===== src/core/fp_exc_defs.vh =====
// constants for the single-precision exception responder
// assumes: included by core/ design files, no other context needed
`ifndef FP_EXC_DEFS_VH
`define FP_EXC_DEFS_VH

// ********************************
// status and mask bit positions
// ********************************
`define FLG_INV     0
`define FLG_DEN     1
`define FLG_DIVZ    2
`define FLG_OVF     3
`define FLG_UNF     4
`define FLG_INX     5
`define FLG_W       6
`define FLG_RESET   6'h00

// ********************************
// rounding control encodings
// ********************************
`define RND_NEAR    2'h0
`define RND_DOWN    2'h1
`define RND_UP      2'h2
`define RND_ZERO    2'h3

// ********************************
// single-precision format figures
// ********************************
`define SP_MANT_W   5'h18
`define EXP_MIN     13'sh1f82
`define EXP_MAX     13'sh007f
`define EXP_BIAS    13'sh007f
`define EXP_SCALE   13'sh00c0
`define SP_MAX_EXP  8'hfe
`define SP_INF_EXP  8'hff

// ********************************
// trap vector and timing
// ********************************
`define TRAP_VEC    8'h13
`define LAT_CYCLES  1

`endif


===== src/core/sig_rounder.v =====
// single rounding of an exact significand to a chosen number of bits
// assumes: sig_i normalised with its leading one in the top bit
`timescale 1ns/1ps
`include "fp_exc_defs.vh"

module sig_rounder #(
    parameter SIG_W = 56
) (
    input  wire [SIG_W-1:0] sig_i,
    input  wire             sticky_i,
    input  wire             sign_i,
    input  wire [1:0]       mode_i,
    input  wire [4:0]       keep_i,
    output reg  [24:0]      mant_o,
    output reg              inexact_o
);
    localparam W = SIG_W + 8;

    reg [W-1:0] wide;
    reg [W-1:0] kept;
    reg [W-1:0] below;
    reg         rbit;
    reg         sbit;
    reg         inc;

    // rounding straight from the exact value avoids a second rounding
    always @* begin
        wide      = {sig_i, 8'h00};
        kept      = wide >> (W - keep_i);
        rbit      = wide[W - 1 - keep_i];
        below     = wide << (keep_i + 5'h01);
        sbit      = (|below) | sticky_i;
        inexact_o = rbit | sbit;
        case (mode_i)
            `RND_NEAR: inc = rbit & (sbit | kept[0]);
            `RND_DOWN: inc = sign_i & inexact_o;
            `RND_UP:   inc = ~sign_i & inexact_o;
            default:   inc = 1'b0;
        endcase
        mant_o = {1'b0, kept[23:0]} + {24'h000000, inc};
    end

endmodule


===== src/core/fp_exc_responder.v =====
// exception response for one single-precision lane: operand
// denormal squashing, rounding, tiny/huge handling, flags and trap
// assumes: the arithmetic core supplies an exact result (sign,
// unbiased exponent, normalised significand, sticky) and its fault
// flags in the same cycle as res_valid_i
`timescale 1ns/1ps
`include "fp_exc_defs.vh"

module fp_exc_responder #(
    parameter SIG_W = 56
) (
    input  wire              clk_sys_i,
    input  wire              rst_n_i,
    input  wire [31:0]       opd_a_i,
    input  wire [31:0]       opd_b_i,
    input  wire              daz_i,
    input  wire              ftz_i,
    input  wire [1:0]        rnd_mode_i,
    input  wire [5:0]        exc_mask_i,
    input  wire              res_valid_i,
    input  wire              res_sign_i,
    input  wire [11:0]       res_exp_i,
    input  wire [SIG_W-1:0]  res_sig_i,
    input  wire              res_sticky_i,
    input  wire              res_special_i,
    input  wire [31:0]       res_special_val_i,
    input  wire              flt_invalid_i,
    input  wire              flt_denormal_i,
    input  wire              flt_divzero_i,
    input  wire              status_wr_i,
    input  wire [5:0]        status_wdata_i,
    output wire [31:0]       opd_a_o,
    output wire [31:0]       opd_b_o,
    output wire [31:0]       result_o,
    output wire              result_valid_o,
    output wire              trap_o,
    output wire [7:0]        trap_vector_o,
    output wire [5:0]        trap_cause_o,
    output wire [5:0]        simd_fp_control_status_o,
    output wire              underflow_flag_o,
    output wire              inexact_flag_o
);

    // ********************************
    // functions
    // ********************************
    // squash denormal operand
    function [31:0] squash_denorm;
        input [31:0] x;
        input        en;
        begin
            if (en && (x[30:23] == 8'h00))
                squash_denorm = {x[31], 31'h00000000};
            else
                squash_denorm = x;
        end
    endfunction

    function [31:0] pack_sp;
        input        s;
        input [12:0] e_biased;
        input [22:0] frac;
        begin
            pack_sp = {s, e_biased[7:0], frac};
        end
    endfunction

    // ********************************
    // registers
    // ********************************
    reg [31:0] opd_a_q;
    reg [31:0] opd_b_q;
    reg [31:0] result_q;
    reg        valid_q;
    reg        trap_q;
    reg [7:0]  vec_q;
    reg [5:0]  cause_q;
    reg [5:0]  status_q;

    reg [31:0] result_d;
    reg        trap_d;
    reg [5:0]  cause_d;
    reg [5:0]  flags_d;

    // ********************************
    // rounding, unbounded and denormal
    // ********************************
    wire        [24:0] mant_unb;
    wire               inx_unb;
    wire        [24:0] mant_dn;
    wire               inx_dn;
    wire signed [12:0] exp_exact;
    wire signed [12:0] exp_unb;
    wire signed [12:0] exp_bias;
    wire signed [12:0] dn_shift;
    wire        [4:0]  keep_dn;
    wire               far_dn;
    wire               tiny;
    wire               huge;
    wire        [2:0]  faults;
    wire        [2:0]  fault_trap;
    wire               max_not_inf;

    assign exp_exact = {res_exp_i[11], res_exp_i};
    // a carry out of rounding bumps the exponent
    assign exp_unb   = exp_exact + {12'h000, mant_unb[24]};
    assign exp_bias  = exp_unb + `EXP_BIAS;

    assign tiny = exp_unb < `EXP_MIN;
    assign huge = exp_unb > `EXP_MAX;

    // shift to bring exponent up to -126
    assign dn_shift = `EXP_MIN - exp_exact;
    assign keep_dn  = (dn_shift >= 13'sh0018) ? 5'h00 :
                      (dn_shift <= 13'sh0000) ? `SP_MANT_W :
                      (`SP_MANT_W - dn_shift[4:0]);
    assign far_dn   = dn_shift > 13'sh0018;

    // inexact detected in the unbounded rounding
    sig_rounder #(
        .SIG_W     (SIG_W)
    ) u_round_unb (
        .sig_i     (res_sig_i),
        .sticky_i  (res_sticky_i),
        .sign_i    (res_sign_i),
        .mode_i    (rnd_mode_i),
        .keep_i    (`SP_MANT_W),
        .mant_o    (mant_unb),
        .inexact_o (inx_unb)
    );

    // denormal rounded once from the exact value
    sig_rounder #(
        .SIG_W     (SIG_W)
    ) u_round_dn (
        .sig_i     (far_dn ? {SIG_W{1'b0}} : res_sig_i),
        .sticky_i  (far_dn | res_sticky_i),
        .sign_i    (res_sign_i),
        .mode_i    (rnd_mode_i),
        .keep_i    (keep_dn),
        .mant_o    (mant_dn),
        .inexact_o (inx_dn)
    );

    // mask bits share the flag positions
    assign faults[`FLG_INV]  = flt_invalid_i;
    assign faults[`FLG_DEN]  = flt_denormal_i & ~flt_divzero_i;
    assign faults[`FLG_DIVZ] = flt_divzero_i;
    assign fault_trap        = faults & ~exc_mask_i[2:0];

    // masked overflow rounds away from infinity in these cases
    assign max_not_inf = (rnd_mode_i == `RND_ZERO) ||
                         ((rnd_mode_i == `RND_DOWN) && !res_sign_i) ||
                         ((rnd_mode_i == `RND_UP) && res_sign_i);

    // ********************************
    // response selection
    // ********************************
    always @* begin
        result_d = pack_sp(res_sign_i, exp_bias, mant_unb[22:0]);
        trap_d   = 1'b0;
        cause_d  = 6'h00;
        flags_d  = {3'h0, faults};
        // fault class first, in priority order
        if (|fault_trap) begin
            trap_d   = 1'b1;
            result_d = 32'h00000000;
            if (fault_trap[`FLG_INV])
                cause_d[`FLG_INV] = 1'b1;
            else if (fault_trap[`FLG_DEN])
                cause_d[`FLG_DEN] = 1'b1;
            else
                cause_d[`FLG_DIVZ] = 1'b1;
            flags_d = cause_d;
        end else if (res_special_i) begin
            result_d = res_special_val_i;
        end else if (tiny) begin
            if (!exc_mask_i[`FLG_UNF]) begin
                result_d = pack_sp(res_sign_i, exp_bias + `EXP_SCALE,
                                   mant_unb[22:0]);
                flags_d[`FLG_UNF] = 1'b1;
                flags_d[`FLG_INX] = inx_unb;
                trap_d            = 1'b1;
                cause_d[`FLG_UNF] = 1'b1;
            end else begin
                // flush a tiny result to zero
                if (ftz_i) begin
                    result_d          = {res_sign_i, 31'h00000000};
                    flags_d[`FLG_UNF] = 1'b1;
                    flags_d[`FLG_INX] = 1'b1;
                end else begin
                    result_d = {res_sign_i, 7'h00, mant_dn[23:0]};
                    flags_d[`FLG_UNF] = inx_dn;
                    flags_d[`FLG_INX] = inx_dn;
                end
                // inexact trap carries the masked result
                if (flags_d[`FLG_INX] && !exc_mask_i[`FLG_INX]) begin
                    trap_d            = 1'b1;
                    cause_d[`FLG_INX] = 1'b1;
                end
            end
        end else if (huge) begin
            if (!exc_mask_i[`FLG_OVF]) begin
                result_d = pack_sp(res_sign_i, exp_bias - `EXP_SCALE,
                                   mant_unb[22:0]);
                flags_d[`FLG_OVF] = 1'b1;
                flags_d[`FLG_INX] = inx_unb;
                trap_d            = 1'b1;
                cause_d[`FLG_OVF] = 1'b1;
            end else begin
                if (max_not_inf)
                    result_d = {res_sign_i, `SP_MAX_EXP, 23'h7fffff};
                else
                    result_d = {res_sign_i, `SP_INF_EXP, 23'h000000};
                flags_d[`FLG_OVF] = 1'b1;
                flags_d[`FLG_INX] = 1'b1;
                if (!exc_mask_i[`FLG_INX]) begin
                    trap_d            = 1'b1;
                    cause_d[`FLG_INX] = 1'b1;
                end
            end
        end else if (inx_unb) begin
            flags_d[`FLG_INX] = 1'b1;
            if (!exc_mask_i[`FLG_INX]) begin
                trap_d            = 1'b1;
                cause_d[`FLG_INX] = 1'b1;
            end
        end
    end

    // ********************************
    // output and status registers
    // ********************************
    always @(posedge clk_sys_i) begin
        if (!rst_n_i) begin
            opd_a_q  <= 32'h00000000;
            opd_b_q  <= 32'h00000000;
            result_q <= 32'h00000000;
            valid_q  <= 1'b0;
            trap_q   <= 1'b0;
            vec_q    <= 8'h00;
            cause_q  <= 6'h00;
            status_q <= `FLG_RESET;
        end else begin
            opd_a_q <= squash_denorm(opd_a_i, daz_i);
            opd_b_q <= squash_denorm(opd_b_i, daz_i);
            valid_q <= res_valid_i;
            trap_q  <= res_valid_i & trap_d;
            if (res_valid_i) begin
                result_q <= result_d;
                cause_q  <= cause_d;
                vec_q    <= trap_d ? `TRAP_VEC : 8'h00;
            end
            // sticky flags, a new event beats a software clear
            if (status_wr_i && res_valid_i)
                status_q <= status_wdata_i | flags_d;
            else if (status_wr_i)
                status_q <= status_wdata_i;
            else if (res_valid_i)
                status_q <= status_q | flags_d;
        end
    end

    assign opd_a_o                  = opd_a_q;
    assign opd_b_o                  = opd_b_q;
    assign result_o                 = result_q;
    assign result_valid_o           = valid_q;
    assign trap_o                   = trap_q;
    assign trap_vector_o            = vec_q;
    assign trap_cause_o             = cause_q;
    assign simd_fp_control_status_o = status_q;
    assign underflow_flag_o         = status_q[`FLG_UNF];
    assign inexact_flag_o           = status_q[`FLG_INX];

endmodule


===== config.mk =====
export PLATFORM = sky130hd
export DESIGN_NAME = fp_exc_responder
export DESIGN_NICKNAME = d
export VERILOG_FILES = /design/src/core/sig_rounder.v /design/src/core/fp_exc_responder.v
export VERILOG_INCLUDE_DIRS = /design/src /design/src/core
export SDC_FILE = /design/constraint.sdc
export NUM_CORES = 1
export LEC_CHECK = 0
export BUFFER_PORTS_ARGS = -buffer_cell sky130_fd_sc_hd__buf_2
export CORE_ASPECT_RATIO = 2
export CORE_MARGIN = 3
export CORE_UTILIZATION = 50
export CTS_CLUSTER_DIAMETER = 60
export CTS_CLUSTER_SIZE = 12
export DETAILED_ROUTE_END_ITERATION = 8
export GPL_TIMING_DRIVEN = 0
export MAX_ROUTING_LAYER = met4
export PLACE_DENSITY = 0.79
export SLEW_MARGIN = 15
export SYNTH_ARGS = -nofsm -noshare
export SYNTH_HDL_FRONTEND = slang
export SYNTH_SLANG_ARGS = --single-unit
export TNS_END_PERCENT = 50

===== constraint.sdc =====
create_clock -name clk_sys_i -period 8.2 [get_ports clk_sys_i]
set_clock_uncertainty 0.05 [all_clocks]
set_input_delay 1.64 -clock clk_sys_i [delete_from_list [all_inputs] [get_ports clk_sys_i]]
set_output_delay 1.64 -clock clk_sys_i [all_outputs]
set_load 0.02 [all_outputs]

==> flow_summary.toml, run 1 <==
[outcome]
status = "stopped before the end"
stop_stage = "global routing"
run.stop_error = "[ERROR GRT-0116] Global routing finished with congestion. Check the congestion regions in the DRC Viewer."

[global_route]
grt_max_degree = 21
grt_pass1_vias = 18800
grt_usage_pct = 70.7
grt_pass1_wl_mm = 133
grt_overflow = 129

[die]
rows = 79
ioPinCount = 310
chipWidth_um = 115
start_util_pct = 51.0
fp.dieH_um = 224

[placement]
placed_cell_area_sq_um = 13800
gp_congestion = 1.28
portBuffers = 288
hpwl_mm = 61.0

[logic_synthesis]
yosysSeqAreaShare_pct = 18.7
ys_types = 105
synth_area_sq_um = 11900
postSynthCellCount = 1658
synth-seq-cells = 111
ys.flop_type = "dfxtp_1"
synth_warnings = 0
avgSynthCellArea_sq_um = 7.17
synth_edf_count = 0
async_reset_ff_share_pct = 0

[clock_network]
cts_htree_levels = 3
cts-root-buf = "clkbuf_16"
cts_made_buffers = 9
clock_path_buffers = 2
numClockSinks = 111
==> cell usage after synthesis (10+ instances only) <==
cell type | number | area [sq um]
buf_6 | 11 | 124
and2_1 | 75 | 469
o21ai_1 | 16 | 80.1
o21ai_0 | 140 | 701
mux2_2 | 15 | 169
a22oi_1 | 10 | 75.1
buf_4 | 22 | 165
nor3_1 | 65 | 325
ha_1 | 15 | 188
a311oi_1 | 13 | 114
o221ai_1 | 13 | 114
nand4_1 | 18 | 113
nand2b_1 | 11 | 68.8
a31oi_1 | 35 | 219
xnor2_1 | 32 | 280
inv_1 | 31 | 116
o211ai_1 | 42 | 315
a31o_2 | 10 | 87.6
dfxtp_1 | 111 | 2220
o22ai_1 | 30 | 188
a21o_1 | 15 | 113
buf_2 | 42 | 210
nor4_1 | 18 | 113
o2bb2ai_1 | 10 | 87.6
nand3_1 | 86 | 430
a221oi_1 | 10 | 87.6
nor2_1 | 88 | 330
clkbuf_1 | 65 | 244
o31ai_1 | 15 | 113
xor2_1 | 23 | 201
a21oi_1 | 97 | 485
mux2i_1 | 44 | 440
and3_1 | 29 | 181
nand2_1 | 167 | 627
o21a_1 | 11 | 82.6
a211oi_1 | 29 | 218
==> timing repair <==
| action | in CTS |
|---|---|
| endpoints found under the setup margin | 29 |
| setup buffers | 20 |
| pin swaps | 25 |
| gates resized for setup | 121 |
| hold buffers | 0 |
==> metrics by stage <==
step	setup WS (ns)	TNS (ns)	instances	hold slack, ns
after CTS	0.00353	0	2270	0.415
after detailed placement	-3.53	-84.83	2235	0.394
after global placement	-3.51	-83.43	2233	0.383
after floorplan	0.0299	0	1662	0.484
==> logic make-up after synthesis <==
| kind of cell | count (synthesis) | synth area share, % |
|---|---|---|
| compound gates | 613 | 35.8 |
| other cells | 1 | 0.0315 |
| buf+inv | 181 | 7.64 |
| simple gates | 622 | 26.9 |
| xor+xnor | 56 | 4.25 |
| mux | 59 | 5.12 |
| fa+ha+maj | 15 | 1.58 |
| flops | 111 | 18.7 |
==> per-layer routing <==
layer,GRT overflow,GRT usage [%]
met3,4,48.1
met1,0,64.6
met4,69,75.5
met2,56,90.7
met5,-,-
==> run 2: changes to the inputs <==
CORE_ASPECT_RATIO = unset   (was 2)
CORE_UTILIZATION = 40   (was 50)
CTS_CLUSTER_DIAMETER = unset   (was 60)
CTS_CLUSTER_SIZE = unset   (was 12)
MAX_ROUTING_LAYER = unset   (was met4)
PLACE_DENSITY = unset   (was 0.79)
PLACE_DENSITY_LB_ADDON = 0.15   (was unset)
clock period = 10.65 ns   (was 8.2 ns; I/O delays follow)
==> flow_summary.toml, run 2 <==
[sta]
setup_viol = 0
maxSlewHeadroom_pct = 13.1
rsz0062_at_grt = "false"
holdWs_ns = 0.400
maxSlewViolCount = 0
worst_pin_slew_ns = 1.29
worst_slack_ns = 0.188
fmax_mhz = 95.6
fin_crit_sh_pct = 98.2
period_needed_ns = 10.46
final-hold-violation-count = 0

[critical_path]
cp_max_fo = 11
cpMaxStageDelayCell = "a2111oi_2"
crit_top_cell = "buf_4"
cpPeakStageDelay_ns = 0.51
critPathLaunchType = "primary input"
arrival_ns = 10.66
cp.required_ns = 10.85
critical_path_class = "in2reg"
worstSetupEndpointType = "flop"

[logic_synthesis]
synth_top_cell_area_share_pct = 18.7
avgSynthCellArea_sq_um = 7.17
synth_area_sq_um = 11900
ys.flop_type = "dfxtp_1"
yosysSeqAreaShare_pct = 18.7
synth_area_leaders = "dfxtp_1, o21ai_0, nand2_1"
synth-seq-cells = 111
yosysTopAreaCell = "dfxtp_1"
synth_edf_count = 0
yosysMostFrequentCell = "nand2_1"
ys_types = 105
ys_top_cells_by_count = "nand2_1, o21ai_0, dfxtp_1, a21oi_1, nor2_1"
postSynthCellCount = 1658
async_reset_ff_share_pct = 0
synth_warnings = 0

[global_route]
grt_pass1_vias = 14700
grt_overflow = 0
grt_pass1_wl_mm = 95.8
antenna_found_initial = 3
grt_usage_pct = 40.2
grt_max_degree = 24

[power]
max-vdd-ir-drop_v = 0.0000771
clkPwrFrac_pct = 25.5
p_sw_share_pct = 43.0
seqPwrFrac_pct = 32.1
p_sw_mw = 0.599
internal-power_mw = 0.795
leakagePower_nw = 5.78
power_frac_comb_pct = 42.4
power.density_nw_per_um2 = 97.5

[detailed_routing]
drt_iter0_drc = 2086
vias = 16000
drt_wl_total_mm = 67.7
antenna_left = 0
viasPerCell = 6.81
drtPass1Iterations = 6
wire_per_inst_um = 28.7
drc = 0

[hold_path]
hp-class = "reg2reg"

[die]
rows = 62
dieArea_sq_um = 31800
fp.dieH_um = 178
ioPinCount = 310
chipWidth_um = 178
core_area_sq_um = 29000
start_util_pct = 41.0

[clock_network]
numClockSinks = 111
cts_tree = "done"
cts_made_buffers = 9
clock_path_buffers = 2
worstSkewPairLatency_ns = 0.36
cts_htree_levels = 3
clkTransAtPathRegs_ns = 0.08
cts-root-buf = "clkbuf_16"
ctsHoldBuffers = 0

[finish]
mostFrequentLayoutCells = "buf_2, nand2_1, o21ai_0, dfxtp_1, a21oi_1"
fin_area_sq_um = 14300
mostFrequentLayoutCell = "buf_2"
drive_gt1_share_pct = 24.3
syn2layout_area_growth_pct = 20.3
nets = 2170

[placement]
placed_cell_area_sq_um = 13800
dp_slack_ns = -1.96
gp_congestion = 1.06
portBuffers = 288
hpwl_mm = 53.7

[outcome]
status = "finished, final reports clean"

[run]
cap_violations = 0
[run 2: timing repair]
| action | CTS | global route |
|---|---|---|
| resized for setup | 15 | 27 |
| buffers inserted | 2 | 3 |
| endpoints found under the setup margin | 29 | 22 |
| pin swaps | 1 | 1 |
[run 2: critical path: cells and delay by family]
family	cells	cell delay (ns)
buffers and inverters	13	3.29
adders and majority gates	2	0.51
and+or+nand+nor	6	1.09
AOI/OAI and AO/OA	12	3.30
xor gates and xnor gates	1	0.31
[run 2: path summary, 6_finish.rpt]
kind,startpoint,endpoint,slack (ns),cells past startpoint
worst min register to register,result_o[6],result_o[6],0.40,2
worst min-delay path,result_o[6],result_o[6],0.40,2
worst max register to register,result_o[9],result_o[9],9.76,4
worst max-delay path,res_exp_i[9],result_o[13],0.19,34
[run 2: logic make-up after synthesis]
family / after synthesis / synth area share [%]
flip-flops: 111 / 18.7
other: 1 / 0.0315
multiplexers: 59 / 5.12
adder cells (fa/ha/maj): 15 / 1.58
buffers and inverters: 181 / 7.64
AND/OR/NAND/NOR: 622 / 26.9
XOR/XNOR: 56 / 4.25
AO/OA/AOI/OAI: 613 / 35.8
[run 2: per-layer routing]
metal / global-route usage (%) / wire length [um] / vias to the layer above
met5: 0 / 11 / -
met4: 24.4 / 5000 / 2
met3: 8.79 / 7650 / 291
met2: 65.1 / 30100 / 1250
met1: 48.4 / 24900 / 7580
li1: - / - / 6919
[run 2: metrics by stage]
step,setup TNS [ns],util [%],total power [mW],instances
CTS,0,48.9,1.37,2352
global placement,-46.56,47.7,1.02,2334
global route,0,49.3,1.44,2355
floorplan,0,-,0.788,1662
detailed placement,-42.98,47.7,1.02,2335
finish,0,49.3,1.39,2355
[run 2: cell type report]
class	instances	area, sq um
clock inverters	7	88.8
repair buffers	294	1490
fillers	3060	14700
diodes	1	2.50
well taps	384	480
flip-flops and latches	111	2220
inverters	33	124
clock buffers	9	225
plain buffers	146	810
multi-input cells	1370	8870
[run 2: power groups by stage]
stage | clock (mW) | combinational [mW] | sequential (mW)
6_report | 0.356 | 0.591 | 0.448
5_1_grt | 0.373 | 0.617 | 0.450
4_1_cts | 0.359 | 0.563 | 0.448
3_5_place_dp | 0 | 0.561 | 0.458
3_3_place_gp | 0 | 0.560 | 0.457
2_1_floorplan | 0 | 0.304 | 0.484
Power figures use the tool's default switching activity.
==> run 3: changes to the inputs <==
CORE_ASPECT_RATIO = 1.75   (was unset)
==> flow_summary.toml, run 3 (same netlist as run 2, synthesis figures left out) <==
[finish]
multiInputGateArea_sq_um = 8920
mostFrequentLayoutCells = "buf_2, nand2_1, o21ai_0, dfxtp_1, a21oi_1"
nets = 2168
syn2layout_area_growth_pct = 20.7
fin_cells = 2350
mostFrequentLayoutCell = "buf_2"
seqCellArea_sq_um = 2220
fill_cells = 3027
drive_gt1_share_pct = 24.7

[outcome]
status = "finished, final reports clean"

[placement]
dp_cells = 2329
portBuffers = 288
gp_congestion = 1.14
hpwl_mm = 61.6
dp_slack_ns = -2.26

[power]
power.density_nw_per_um2 = 101
leakagePower_nw = 5.81
max-vdd-ir-drop_v = 0.000127

[die]
fp.dieH_um = 234
dieArea_sq_um = 31900
chipWidth_um = 136
ioPinCount = 310
core_area_sq_um = 28900
start_util_pct = 41.1
rows = 82

[clock_network]
numClockSinks = 111
clock_path_buffers = 2
cts_htree_levels = 3
worstSkewPairLatency_ns = 0.38
cts_made_buffers = 9
clkTransAtPathRegs_ns = 0.10
cts_tree = "done"
cts-root-buf = "clkbuf_16"

[sta]
final-hold-violation-count = 0
worst_slack_ns = 0.225
maxSlewHeadroom_pct = 14.8
fmax_mhz = 95.9
setup_viol = 0
worst_pin_slew_ns = 1.26
period_needed_ns = 10.42
maxSlewViolCount = 0
fin_crit_sh_pct = 97.9
rsz0062_at_grt = "false"

[detailed_routing]
top_layer_used = "met5"
antenna_left = 0
drt_iter0_drc = 1764
wire_per_inst_um = 33.3
drtPass1Iterations = 7
wl_met1_mm = 23.6
wl_met3_mm = 8.74
wl_met2_mm = 34.7
drt_wl_total_mm = 78.3
vias = 16400
drc = 0
viasPerCell = 6.98

[global_route]
grt_pass1_wl_mm = 110
grt_overflow = 0
grt_usage_pct = 47.7
grt_pass1_vias = 16000
antenna_found_initial = 6
grt_max_degree = 23

[critical_path]
worstSetupEndpointType = "flop"
crit_buf_inv = 14
crit_top_cell = "buf_4"
arrival_ns = 10.66
critical_path_class = "in2reg"
crit_family = "buffers and inverters"
cpPeakStageDelay_ns = 0.40
cp_max_fo = 10
critPathLaunchType = "primary input"
cp.required_ns = 10.88
cpMaxStageDelayCell = "nor4bb_1"

[run]
cap_violations = 0

[hold_path]
hp-class = "reg2reg"
[run 3: tightest hold or removal path: stages (launching register included)]
cell and delay (ns):
dfxtp_1 0.33, nand2_1 0.04, o21ai_0 0.05
[run 3: timing repair]
| action | in CTS | in global routing |
|---|---|---|
| gates resized for setup | 24 | 34 |
| hold buffers | 0 | 0 |
| setup endpoints to repair | 29 | 23 |
| setup buffers | 3 | 0 |
| pin swaps | 2 | 1 |
[run 3: power breakdown]
group          switching (mW)  internal (mW)
registers              0.0109          0.438
clock network           0.207          0.170
logic                   0.436          0.188
[run 3: worst paths after layout]
kind / slack, ns / depth (start not counted) / to / from
max: 0.23 / 36 / result_o[13] / res_exp_i[0]
min: 0.40 / 2 / result_o[11] / result_o[11]
max reg2reg: 9.34 / 3 / simd_fp_control_status_o[3] / simd_fp_control_status_o[3]
min reg2reg: 0.40 / 2 / result_o[11] / result_o[11]
[run 3: per-stage QoR]
stage	utilization (%)	power [mW]	setup TNS [ns]	instance area (sq um)	hold slack [ns]
2_1_floorplan	-	0.788	0	11900	0.484
3_3_place_gp	47.8	1.04	-49.41	13800	0.379
3_5_place_dp	47.9	1.04	-49.10	13800	0.392
4_1_cts	49.2	1.40	0	14200	0.407
5_1_grt	49.6	1.48	0	14300	0.438
6_report	49.6	1.45	0	14400	0.404
[run 3: cell type report]
type / instances / area share, %
Antenna cell: 4 / 0.0698
Buffer: 145 / 5.73
Clock buffer: 9 / 1.57
Clock inverter: 7 / 0.567
Inverter: 33 / 0.863
Multi-Input combinational cell: 1370 / 62.1
Sequential cell: 111 / 15.5
Tap cell: 378 / 3.30
Timing Repair Buffer: 293 / 10.3
[run 3: metal layers]
metal / up-vias / GRT usage (%)
li1: 6915 / -
met1: 7598 / 43.9
met2: 1341 / 75.8
met3: 542 / 16.7
met4: 4 / 54.9
met5: - / 0
==> run 4: changes to the inputs <==
CELL_PAD_IN_SITES_DETAIL_PLACEMENT = 1   (was unset)
CELL_PAD_IN_SITES_GLOBAL_PLACEMENT = 1   (was unset)
CORE_UTILIZATION = 39   (was 40)
==> flow_summary.toml, run 4 (same netlist as run 2, synthesis figures left out) <==
[outcome]
status = "finished, final reports clean"

[critical_path]
cp_max_fo = 19
cpMaxStageDelayCell = "a221oi_1"
worstSetupEndpointType = "flop"
cpPeakStageDelay_ns = 0.40
cp.required_ns = 10.85
arrival_ns = 10.67
worstRegToRegCells = 4
critPathLaunchType = "primary input"
critical_path_class = "in2reg"

[run]
cap_violations = 0

[hold_path]
whs_path_depth = 2
hp-class = "reg2reg"

[die]
start_util_pct = 39.6
chipWidth_um = 138
ioPinCount = 310
rows = 84
fp.dieH_um = 237
dieArea_sq_um = 32700
core_area_sq_um = 30100

[clock_network]
clkTransAtPathRegs_ns = 0.09
ctsHoldBuffers = 0
cts_tree = "done"
cts_made_buffers = 9
numClockSinks = 111
worstSkewPairLatency_ns = 0.36
cts-root-buf = "clkbuf_16"
cts_htree_levels = 3
clock_path_buffers = 2

[sta]
maxSlewViolCount = 0
fmax_mhz = 95.5
worst_pin_slew_ns = 1.30
final-hold-violation-count = 0
worst_slack_ns = 0.176
period_needed_ns = 10.47
maxSlewHeadroom_pct = 12.1
setup_viol = 0
fin_crit_sh_pct = 98.3
setup_tns_ns = 0

[global_route]
grt_pass1_wl_mm = 116
grt_util_met1_pct = 41.9
grt_pass1_vias = 17300
grt_usage_pct = 48.4
use_met2_pct = 77.8
met3_usage_pct = 16.4
grt_overflow = 0
antenna_found_initial = 13
busiest_layer = "met2"
grt_max_degree = 21

[detailed_routing]
drtPass1Iterations = 6
viasPerCell = 7.00
drc = 0
drt_iter0_drc = 1223
antenna_left = 0
wire_per_inst_um = 34.3
vias = 16600
drt_wl_total_mm = 81.6

[power]
seqPwrFrac_pct = 31.6
p_sw_share_pct = 43.8
power.density_nw_per_um2 = 98.1
leakagePower_nw = 5.86
max-vdd-ir-drop_v = 0.000211
p_sw_mw = 0.623
internal-power_mw = 0.799
clkPwrFrac_pct = 24.4
power_frac_comb_pct = 44.0

[finish]
fin_util_pct = 48.2
fin_area_sq_um = 14500
mostFrequentLayoutCell = "buf_2"
syn2layout_area_growth_pct = 21.9
nets = 2178
fill_cells = 3949
fin_cells = 2376
drive_gt1_share_pct = 25.1
mostFrequentLayoutCells = "buf_2, nand2_1, o21ai_0, dfxtp_1, a21oi_1"

[placement]
placed_cell_area_sq_um = 13900
gp_congestion = 1.15
dp_slack_ns = -3.21
dp_cells = 2339
hpwl_mm = 65.2
portBuffers = 288
-- run 4: changes by cell type in the layout (fill, tap and decap cells not counted), sizes merged --
| cell | delta |
|---|---|
| buf | +10 |
| diode | +7 |
| clkinv | -2 |
| clkinvlp | +2 |
| clkbuf | +1 |
| inv | -1 |
-- run 4: cell type report --
class | count | area (sq um) | share of cell area (%)
Clock inverter | 6 | 61.3 | 0.423
Clock buffer | 10 | 239 | 1.65
Tap cell | 387 | 484 | 3.34
Antenna cell | 11 | 27.5 | 0.190
Multi-Input combinational cell | 1370 | 8950 | 61.8
Inverter | 33 | 128 | 0.881
Timing Repair Buffer | 304 | 1560 | 10.8
Sequential cell | 111 | 2220 | 15.3
Buffer | 144 | 816 | 5.63
-- run 4: path summary, 6_finish.rpt --
kind                            slack (ns)      endpoint          from
worst max-delay path                  0.18  result_o[15]  res_exp_i[0]
worst min-delay path                  0.41  result_o[31]  result_o[31]
worst max register to register        9.72   result_o[9]   result_o[9]
worst min register to register        0.41  result_o[31]  result_o[31]
-- run 4: what timing repair did --
item,4_1_cts,5_1_grt
resized for setup,34,21
endpoints found under the setup margin,29,24
setup buffers,3,10
pin swaps,3,3
-- run 4: per-layer routing --
metal  share of wire (%)  vias up
met2                  46     1177
met4                  15        4
met5               0.028        -
met1                  29     7895
li1                    -     6953
met3                 9.7      608
-- run 4: power by group through the flow --
| stage | registers, mW | logic [mW] | clock network, mW |
|---|---|---|---|
| 4_1_cts | 0.448 | 0.586 | 0.347 |
| 3_3_place_gp | 0.456 | 0.569 | 0 |
| 5_1_grt | 0.451 | 0.650 | 0.363 |
| 6_report | 0.449 | 0.626 | 0.347 |
| 2_1_floorplan | 0.484 | 0.304 | 0 |
| 3_5_place_dp | 0.458 | 0.578 | 0 |
-- run 4: per-stage QoR --
stage / power [mW] / hold slack (ns)
2_1_floorplan: 0.788 / 0.484
3_3_place_gp: 1.03 / 0.379
3_5_place_dp: 1.04 / 0.397
4_1_cts: 1.38 / 0.416
5_1_grt: 1.46 / 0.444
6_report: 1.42 / 0.414
-- run 4: worst max-delay path: cells and delay by family --
kind | cells | cell delay, ns
fa+ha+maj | 3 | 0.72
xor+xnor | 1 | 0.14
simple gates | 7 | 1.32
buf+inv | 15 | 3.82
compound gates | 11 | 2.47
